--- config.mk ---
export PLATFORM = sky130hd
export DESIGN_NAME = ecl_loader
export DESIGN_NICKNAME = d
export VERILOG_FILES = /design/src/core/ecl_pkg.sv /design/src/core/ecl_loader.sv
export SDC_FILE = /design/constraint.sdc
export NUM_CORES = 1
export LEC_CHECK = 0
export BUFFER_PORTS_ARGS = -buffer_cell sky130_fd_sc_hd__buf_2
export CAP_MARGIN = 0
export CORE_MARGIN = 2
export CORE_UTILIZATION = 55
export DETAILED_ROUTE_END_ITERATION = 8
export PLACE_DENSITY_LB_ADDON = 0.3
export REMOVE_ABC_BUFFERS = 1
export SYNTH_ARGS = -nofsm -noshare
export SYNTH_HDL_FRONTEND = slang
export SYNTH_SLANG_ARGS = --single-unit
--- constraint.sdc ---
create_clock -name clk -period 2.85 [get_ports clk]
set_clock_uncertainty 0.05 [all_clocks]
set_input_delay 0.285 -clock clk [delete_from_list [all_inputs] [get_ports clk]]
set_output_delay 0.285 -clock clk [all_outputs]
set_load 0.02 [all_outputs]
--- src/core/ecl_pkg.sv ---
// Constants and types of the configuration image loader.
// Assumes a byte-wide reader of the serial image store and an APB master outside.
package ecl_pkg;
	// Image layout, byte offsets
	localparam logic [6:0] IMG_VER_MAJOR = 7'h02;
	localparam logic [6:0] IMG_VER_MINOR = 7'h03;
	localparam logic [6:0] IMG_STA_ADDR = 7'h08;
	localparam logic [6:0] IMG_BOOT_EN = 7'h14;
	localparam logic [6:0] IMG_BOOT_SEL = 7'h15;
	localparam logic [6:0] IMG_SUBSYS_ID = 7'h24;
	localparam logic [6:0] IMG_SUBSYS_VID = 7'h26;
	localparam logic [6:0] IMG_CIS_PTR = 7'h2A;
	localparam logic [6:0] IMG_CCC_HI = 7'h2E;
	localparam logic [6:0] IMG_CRC_LAST = 7'h7D;
	localparam logic [6:0] IMG_CSUM = 7'h7E;
	localparam logic [6:0] IMG_LAST = 7'h7F;
	// Expected layout version
	localparam logic [7:0] VER_MAJOR_EXP = 8'h02;
	localparam logic [7:0] VER_MINOR_EXP = 8'h00;
	// Boot method codes
	localparam logic [7:0] BOOT_INT18 = 8'h00;
	localparam logic [7:0] BOOT_INT19 = 8'h01;
	localparam logic [7:0] BOOT_BEV = 8'h02;
	localparam logic [7:0] BOOT_RPL = 8'h10;
	// Frame check sequence, reflected form
	localparam logic [31:0] CRC_INIT = 32'hFFFFFFFF;
	localparam logic [31:0] CRC_POLY = 32'hEDB88320;
	// Register byte offsets on APB
	localparam logic [7:0] REG_CTRL = 8'h00;
	localparam logic [7:0] REG_STATUS = 8'h04;
	localparam logic [7:0] REG_STA_LO = 8'h08;
	localparam logic [7:0] REG_STA_HI = 8'h0C;
	localparam logic [7:0] REG_BOOT = 8'h10;
	localparam logic [7:0] REG_SUBSYS = 8'h14;
	localparam logic [7:0] REG_CIS = 8'h18;
	localparam logic [7:0] REG_CCC = 8'h1C;
	// Field positions
	localparam int CTRL_RELOAD_BIT = 0;
	localparam int CCC_WOL_BIT = 18;
	localparam int CCC_HI_LSB = 16;
	// Reset values
	localparam logic [31:0] CCC_RESET = 32'h00000000;
	localparam logic [31:0] CIS_RESET = 32'h00000000;

	typedef enum logic [1:0] {ST_REQ, ST_WAIT, ST_CHECK, ST_DONE} ecl_phase_e;

	// Values recalled from the image
	typedef struct packed {
		logic [47:0] sta_addr;
		logic [7:0] boot_en;
		logic [7:0] boot_sel;
		logic [15:0] subsys_id;
		logic [15:0] subsys_vid;
		logic [31:0] cis_ptr;
		logic [31:0] ccc;
	} ecl_cfg_s;

	// One byte step of the frame check sequence
	function automatic logic [31:0] ecl_crc_byte(input logic [31:0] crc, input logic [7:0] data);
		logic [31:0] c;
		c = crc ^ {24'h000000, data};
		for (int i = 0; i < 8; i++) begin
			c = c[0] ? ((c >> 1) ^ CRC_POLY) : (c >> 1);
		end
		return c;
	endfunction
endpackage

--- src/core/ecl_loader.sv ---
// Configuration image loader: reads the 128-byte image after reset, fills the
// configuration values and serves them over APB.
// Assumes a byte reader that answers ee_rd_req with a one-cycle ee_rd_valid.
//
// The APB slave port and the address map were chosen for this implementation.
`timescale 1ns/1ps

module ecl_loader
	import ecl_pkg::*;
(
	input wire logic clk,
	input wire logic sys_rst,
	input wire logic psel,
	input wire logic penable,
	input wire logic pwrite,
	input wire logic [7:0] paddr,
	input wire logic [31:0] pwdata,
	output logic [31:0] prdata,
	output logic pready,
	output logic pslverr,
	output logic ee_rd_req,
	output logic [6:0] ee_rd_addr,
	input wire logic ee_rd_valid,
	input wire logic [7:0] ee_rd_data,
	output ecl_cfg_s cfg,
	output logic wol_en,
	output logic load_done
);

	typedef struct packed {
		ecl_phase_e st;
		logic [6:0] addr;
		logic req;
		logic [31:0] crc;
		logic [15:0] csum_img;
		logic [7:0] ver_major;
		logic [7:0] ver_minor;
		logic csum_ok;
		logic done;
		ecl_cfg_s cfg;
		logic [31:0] prdata;
		logic pready;
		logic pslverr;
	} ecl_state_s;

	localparam ecl_state_s STATE_RESET = '{
		st: ST_REQ,
		addr: 7'h00,
		req: 1'b0,
		crc: CRC_INIT,
		csum_img: 16'h0000,
		ver_major: 8'h00,
		ver_minor: 8'h00,
		csum_ok: 1'b0,
		done: 1'b0,
		cfg: '{sta_addr: 48'h000000000000, boot_en: 8'h00, boot_sel: 8'h00,
			subsys_id: 16'h0000, subsys_vid: 16'h0000, cis_ptr: CIS_RESET, ccc: CCC_RESET},
		prdata: 32'h00000000,
		pready: 1'b0,
		pslverr: 1'b0
	};

	ecl_state_s state_reg;
	ecl_state_s state_next;
	logic ver_ok;
	logic boot_known;
	logic [6:0] rel;
	logic [7:0] b;

	// Status terms decoded from the recalled bytes
	always_comb begin
		ver_ok = (state_reg.ver_major == VER_MAJOR_EXP) && (state_reg.ver_minor == VER_MINOR_EXP);
		case (state_reg.cfg.boot_sel)
			BOOT_INT18, BOOT_INT19, BOOT_BEV, BOOT_RPL: boot_known = 1'b1;
			default: boot_known = 1'b0;
		endcase
	end

	// Loader sequence and register bus in one next-state process
	always_comb begin
		state_next = state_reg;
		b = ee_rd_data;
		rel = 7'h00;
		case (state_reg.st)
			ST_REQ: begin
				state_next.req = 1'b1;
				state_next.st = ST_WAIT;
			end
			ST_WAIT: begin
				if (ee_rd_valid) begin
					state_next.req = 1'b0;
					// Checksum covers everything below its own two bytes
					if (state_reg.addr <= IMG_CRC_LAST) begin
						state_next.crc = ecl_crc_byte(state_reg.crc, b);
					end
					if (state_reg.addr == IMG_VER_MAJOR) begin
						state_next.ver_major = b;
					end
					if (state_reg.addr == IMG_VER_MINOR) begin
						state_next.ver_minor = b;
					end
					if (state_reg.addr >= IMG_STA_ADDR && state_reg.addr < IMG_STA_ADDR + 7'd6) begin
						rel = state_reg.addr - IMG_STA_ADDR;
						state_next.cfg.sta_addr[8 * rel[2:0] +: 8] = b;
					end
					if (state_reg.addr == IMG_BOOT_EN) begin
						state_next.cfg.boot_en = b;
					end
					if (state_reg.addr == IMG_BOOT_SEL) begin
						state_next.cfg.boot_sel = b;
					end
					// Two-byte fields are stored low byte first
					if (state_reg.addr[6:1] == IMG_SUBSYS_ID[6:1]) begin
						state_next.cfg.subsys_id[8 * state_reg.addr[0] +: 8] = b;
					end
					if (state_reg.addr[6:1] == IMG_SUBSYS_VID[6:1]) begin
						state_next.cfg.subsys_vid[8 * state_reg.addr[0] +: 8] = b;
					end
					if (state_reg.addr >= IMG_CIS_PTR && state_reg.addr < IMG_CIS_PTR + 7'd4) begin
						rel = state_reg.addr - IMG_CIS_PTR;
						state_next.cfg.cis_ptr[8 * rel[1:0] +: 8] = b;
					end
					// Upper half of control, wake enable included
					if (state_reg.addr[6:1] == IMG_CCC_HI[6:1]) begin
						state_next.cfg.ccc[CCC_HI_LSB + 8 * state_reg.addr[0] +: 8] = b;
					end
					if (state_reg.addr[6:1] == IMG_CSUM[6:1]) begin
						state_next.csum_img[8 * state_reg.addr[0] +: 8] = b;
					end
					if (state_reg.addr == IMG_LAST) begin
						state_next.st = ST_CHECK;
					end else begin
						state_next.addr = state_reg.addr + 7'd1;
						state_next.st = ST_REQ;
					end
				end
			end
			ST_CHECK: begin
				// Least significant two bytes of the complemented remainder
				state_next.csum_ok = (~state_reg.crc[15:0]) == state_reg.csum_img;
				state_next.done = 1'b1;
				state_next.st = ST_DONE;
			end
			ST_DONE: begin
				state_next.st = ST_DONE;
			end
			default: begin
				state_next.st = ST_REQ;
			end
		endcase

		// APB: answer held back until the image is fully loaded
		if (psel && penable && !state_reg.pready && state_reg.done) begin
			state_next.pready = 1'b1;
			state_next.pslverr = 1'b0;
			state_next.prdata = 32'h00000000;
			case (paddr)
				REG_CTRL: state_next.prdata = 32'h00000000;
				REG_STATUS: state_next.prdata = {8'h00, state_reg.ver_minor, state_reg.ver_major,
					4'h0, boot_known, state_reg.csum_ok, ver_ok, state_reg.done};
				REG_STA_LO: state_next.prdata = state_reg.cfg.sta_addr[31:0];
				REG_STA_HI: state_next.prdata = {16'h0000, state_reg.cfg.sta_addr[47:32]};
				REG_BOOT: state_next.prdata = {16'h0000, state_reg.cfg.boot_sel, state_reg.cfg.boot_en};
				REG_SUBSYS: state_next.prdata = {state_reg.cfg.subsys_vid, state_reg.cfg.subsys_id};
				REG_CIS: state_next.prdata = state_reg.cfg.cis_ptr;
				REG_CCC: state_next.prdata = state_reg.cfg.ccc;
				default: state_next.pslverr = 1'b1;
			endcase
		end else if (psel && penable && state_reg.pready) begin
			// Completing edge: writes land here and nowhere else
			state_next.pready = 1'b0;
			state_next.pslverr = 1'b0;
			if (pwrite && !state_reg.pslverr) begin
				case (paddr)
					REG_CCC: state_next.cfg.ccc = pwdata;
					REG_CIS: state_next.cfg.cis_ptr = pwdata;
					REG_CTRL: begin
						// Software reset: restart the image read from byte 0
						if (pwdata[CTRL_RELOAD_BIT]) begin
							state_next = STATE_RESET;
						end
					end
					default: state_next.pslverr = 1'b0;
				endcase
			end
		end
	end

	// Single state register, synchronous reset restarts the load
	always_ff @(posedge clk) begin
		if (sys_rst) begin
			state_reg <= STATE_RESET;
		end else begin
			state_reg <= state_next;
		end
	end

	// Outputs taken straight from the state register
	assign prdata = state_reg.prdata;
	assign pready = state_reg.pready;
	assign pslverr = state_reg.pslverr;
	assign ee_rd_req = state_reg.req;
	assign ee_rd_addr = state_reg.addr;
	assign cfg = state_reg.cfg;
	assign wol_en = state_reg.cfg.ccc[CCC_WOL_BIT];
	assign load_done = state_reg.done;

endmodule // ecl_loader

* After elaboration in Yosys (flattened, before gate mapping)
Cells that the tools add are included.
** Cells by class
- Equal/unequal tests :: 24
- Multiplexer cells :: 49
- Shift-type cells :: 8
- $lt $le $gt $ge :: 5
- Divide/modulo/power cells :: 0
- Add/sub/neg operators :: 8
- Bitwise operators :: 10
- Reduce and logical (&&, ||, !) cells :: 22
- Multiply operators :: 0
** Operators by type and width (number)
- two-way mux 270 bit :: 3
- two-way mux 32 bit :: 11
- two-way mux 160 bit :: 2
- two-way mux 236 bit :: 1
- case mux 32 bit (7 select lines) :: 1
- two-way mux 172 bit :: 1
- two-way mux 74 bit :: 2
- case mux 32 bit (2 select lines) :: 2
- NOT 13 -> 14 bit :: 8
- negation 6 -> 34 bit :: 2
- variable shift 8 x 34 -> 32 bit (first input constant) :: 2
- variable part select 8 x 34 -> 32 bit :: 2
- bitwise mux 32 bit :: 2
- two-way mux 64 bit :: 1
- bitwise mux 16 bit :: 3
- bitwise mux 48 bit :: 1
- two-way mux 16 bit :: 3
- two-way mux 48 bit :: 1
- variable shift 8 x 34 -> 48 bit (first input constant) :: 1
- variable part select 8 x 34 -> 48 bit :: 1
- == test 8 x 5 -> 1 bit (second input constant) :: 5
- two-way mux 34 bit :: 1
- negation 4 -> 34 bit :: 1
- negation 5 -> 34 bit :: 1
- other kinds (41) :: 68
** Word-level totals
- Bits in registers :: 270
- Latch bits :: 0
- Memories kept :: 0
- Input port bits :: 54
- Bits in read-only memories :: 0
- Word-level logic and storage cells :: 145
- Memory bits (writable) :: 0

* Depth between registers and ports, before layout
- Depth in word-level cells :: 26
- Depth in mapped cells :: 9
- Gate-level depth less buffers :: 7

* Worst setup path after synthesis
OpenSTA, ideal clock, no wires.
- Kind :: reg-to-reg
- From :: register state_reg (netlist bit ee_rd_addr[0])
- To :: register state_reg (netlist bit cfg[135])
- Arrival time :: 2.347 ns
- Setup time :: 0.070 ns
- Required time :: 2.730 ns
- Stages on the path, launching flop included :: 10
- Period minus slack after synthesis :: 2.467 ns
- Path slack :: 0.383 ns
- Path through :: dfxtp_1 -> clkbuf_1 -> inv_1 -> ha_1 -> or2_2 -> o2bb2ai_1 -> nand3_1 -> buf_2 -> or3_1 -> a21oi_1
** On the way
- Cells in the longest elaborated chain, start to end :: 12
** RTL lines
- from (decl) :: line ecl_loader.sv:63 : ecl_state_s state_reg;
- from (signal assigned) :: line ecl_loader.sv:194 : state_reg <= state_next;
- subtractor 3 x 1 -> 3 bit :: line ecl_loader.sv:103 : rel = state_reg.addr - IMG_STA_ADDR;
- negation 6 -> 34 bit :: line ecl_loader.sv:104 : state_next.cfg.sta_addr[8 * rel[2:0] +: 8] = b;
- variable part select 8 x 34 -> 48 bit / variable shift 8 x 34 -> 48 bit (equally long branches) :: line ecl_loader.sv:104
- bitwise mux 48 bit :: line ecl_loader.sv:104
- two-way mux 48 bit (*) :: line ecl_loader.sv:102 : if (state_reg.addr >= IMG_STA_ADDR && state_reg.addr < IMG_STA_ADDR + 7'd6) begin
- two-way mux 160 bit (*) :: line ecl_loader.sv:90 : if (ee_rd_valid) begin
- two-way mux 160 bit (*) :: line ecl_loader.sv:84 : case (state_reg.st)
- two-way mux 270 bit :: line ecl_loader.sv:179 : if (pwdata[CTRL_RELOAD_BIT]) begin
- two-way mux 172 bit :: line ecl_loader.sv:174 : case (paddr)
- two-way mux 270 bit :: line ecl_loader.sv:173 : if (pwrite && !state_reg.pslverr) begin
- two-way mux 270 bit :: line ecl_loader.sv:169 : end else if (psel && penable && state_reg.pready) begin
- two-way mux 236 bit (*) :: line ecl_loader.sv:153 : if (psel && penable && !state_reg.pready && state_reg.done) begin
Every way passes the cells marked *; elsewhere a longest branch is shown, timed or not. The select of a mux whose other input is x is not followed.
A chain may end at the register's enable or synchronous reset.

* Worst setup path in the final report
- From :: register state_reg (netlist bit ee_rd_addr[0])
- To :: register state_reg (netlist bit cfg[122])
Same word-level chain as after synthesis.

==> flow_summary.toml <==
[worst_setup_path]
critPathMaxStageDelay_ns = 0.45
arrival_ns = 2.89
slowest_stage = "nand3_1"
crit_path_end_kind = "flop"
critPathRequiredTime_ns = 3.23
path_max_fanout = 8
crit_chain = "inv_1 -> ha_1 -> or2_2 -> o2bb2ai_1 -> buf_4 -> nand3_1 -> mux2i_1 -> nor2_1"
cp-start-kind = "flop"
crit_type = "reg2reg"
worst-r2r-cell-count = 8

[timing]
hold_viol_final = 0
tightest_slew_ns = 0.940
fmax_mhz = 399
final-max-slew-violation-count = 0
finalSetupViolations = 0
tns_ns = 0
rsz0062_at_grt = "no"
relSlewSlack_pct = 36.9
period_share_pct = 88.0
layout_min_cycle_time_ns = 2.51

[power_and_ir_drop]
p_leak_nw = 7.11
ir_drop_mv = 0.539
powerDensity_nw_per_um2 = 552

[detailed_routing]
dr_wl_met2_um = 21600
met1_length_um = 18600
antenna_left = 0
via_count = 13100
wl_um = 48000
drtIter0Drc = 1595
drc = 20
first_pass_iters = 7
wl_per_cell_um = 22.4
top_layer = "met4"
routed_via_density = 6.13
met3_length_um = 5710

[placed_design]
gp_congestion = 0.956
placed_cells = 2060
portBuffers = 257
place_hpwl_um = 33400

[yosys]
synth-edff-count = 0
syn_inst = 1720
syn_area_um2 = 14700
yosysSeqAreaShare_pct = 36.9
avgSynthCellArea_um2 = 8.52
synthTopCellsByArea = "dfxtp_1 37%, buf_4 10%, mux2i_1 6.8%"
synth_warnings = 0
synthArstFlopShare_pct = 0
synth.top_cell.area_share_pct = 36.9
synth_cell_types = 73
synth_seq_cells = 270
synth_top_area_cell = "dfxtp_1"
ys.flop_type = "dfxtp_1"

[die]
fp.dieW_um = 167
core_um2 = 26100
start_util_pct = 56.1
rows = 59
io_pins = 258
dieHeight_um = 167
die_area_um2 = 28000

[clock_tree]
cts.htree.levels = 1
cts_tree = "done"
post_cts_resized = 0
clock_path_buffers = 3
cts_sinks = 270
clk_latency_ns = 0.55
root_buffer = "clkbuf_16"
cts_buffers = 29
clkTransAtPathRegs_ns = 0.06
post_cts_buffers = 0

[finish]
n_fill_cell = 2269
final_cells = 2143
area_growth_syn_to_layout_pct = 11.0
fin_nets = 1848
largest_register_ffs = 160
drive_gt1_share_pct = 24.2

[run_status]
status = "finished with violations"
violations = "design-rule violations"

[grt]
grt_antenna_before_repair = 1
grt_overflow = 0
grt_pass1_vias = 12500
grt_first_pass_wirelength_um = 72700
grt_usage_pct = 32.9
grt_max_degree = 62

[job]
drv_cap = 0

[min_path]
hold_path_depth = 2
hold_path.class = "in2reg"
cells in the final DEF, fill, tap and decap left out, types with 29 or more instances in the layout:
| master | instances |
|---|---|
| dfxtp_1 | 270 |
| buf_2 | 257 |
| nor2_1 | 172 |
| nand2_1 | 171 |
| a21oi_1 | 124 |
| mux2i_1 | 99 |
| nand3_1 | 74 |
| buf_4 | 59 |
| a22oi_1 | 45 |
| xnor2_1 | 40 |
| xor2_1 | 39 |
| dlygate4sd3_1 | 32 |
| mux2_2 | 30 |
| clkbuf_16 | 29 |
through the flow:
step | hold slack [ns] | utilization [%] | cell area (um^2) | worst slack [ns] | total power, mW
after global routing | 0.0335 | 62.2 | 16300 | 0.225 | 9.23
after detailed placement | 0.393 | 57.2 | 14900 | 0.456 | 5.02
after CTS | 0.0235 | 62.2 | 16300 | 0.420 | 8.97
after global placement | 0.390 | 57.2 | 14900 | 0.499 | 5.01
after floorplan | 0.304 | - | 12700 | -5.26 | 4.63
final | 0.0373 | 62.2 | 16300 | 0.341 | 8.99
Yosys cell counts, types with 7 or more instances:
| library cell | n |
|---|---|
| dfxtp_1 | 270 |
| buf_4 | 199 |
| nor2_1 | 174 |
| nand2_1 | 171 |
| a21oi_1 | 125 |
| mux2i_1 | 99 |
| nand3_1 | 74 |
| clkbuf_1 | 62 |
| a22oi_1 | 45 |
| buf_2 | 40 |
| xnor2_1 | 40 |
| xor2_1 | 39 |
| mux2_2 | 30 |
| o21ai_0 | 22 |
| a2bb2oi_1 | 21 |
| o211ai_1 | 21 |
| nand2b_1 | 20 |
| or3_1 | 20 |
| a22o_1 | 19 |
| inv_1 | 15 |
| nand4_1 | 14 |
| a21o_1 | 13 |
| and3_1 | 12 |
| buf_1 | 12 |
| nor3_1 | 12 |
| o22ai_1 | 11 |
| or2_2 | 11 |
| o2bb2ai_1 | 10 |
| a222oi_1 | 8 |
| a221oi_1 | 7 |
| a32oi_1 | 7 |
| nor2b_1 | 7 |
| nor4_1 | 7 |
| xnor2_2 | 7 |
cells by family (layout without fill, tap and decap cells):
kind of cell,after synthesis,in the layout,share of synthesized area [%]
adder cells (fa/ha/maj),6,6,0.512
AND/OR/NAND/NOR,564,564,18.3
buffers and inverters,330,417,13.9
other,0,1,0
multiplexers,131,131,9.38
flip-flops,270,270,36.9
AO/OA/AOI/OAI,331,331,15.1
XOR/XNOR,88,88,5.84
power breakdown:
group | internal [mW] | switching, mW
registers | 3.83 | 0.0509
logic | 0.453 | 0.667
clock network | 2.42 | 1.57
cell type report:
cell class | count | area (um^2) | share of cell area, %
diodes | 1 | 2.50 | 0.0154
clock buffers | 41 | 851 | 5.23
clock inverters | 9 | 149 | 0.915
inverters | 15 | 56.3 | 0.346
multi-input cells | 1120 | 7250 | 44.6
flip-flops and latches | 270 | 5410 | 33.2
well taps | 335 | 419 | 2.58
repair buffers | 352 | 2130 | 13.1
worst paths after layout:
check,startpoint,to,slack (ns)
hold / removal,sys_rst,cfg[35],0.04
setup reg to reg,ee_rd_addr[0],cfg[122],0.34
setup / recovery,ee_rd_addr[0],cfg[122],0.34
hold reg to reg,prdata[22],prdata[22],0.40
repair_timing:
item / in CTS / in global routing
endpoints found under the hold margin: 64 / 0
endpoints found under the setup margin: 0 / 0
hold buffers: 32 / 0
critical path, delay by kind of cell, from the launching register on:
family / cells / cell delay [ns]
AO/OA/AOI/OAI: 1 / 0.24
adder cells (fa/ha/maj): 1 / 0.32
buffers and inverters: 2 / 0.28
flip-flops: 1 / 0.33
multiplexers: 1 / 0.35
AND/OR/NAND/NOR: 3 / 0.83
routing by layer:
metal	track usage, %	up-vias
li1	-	5925
met1	42.9	6211
met2	52.6	842
met3	7.00	157
met4	14.3	0
met5	0	-
Power figures use the tool's default switching activity.
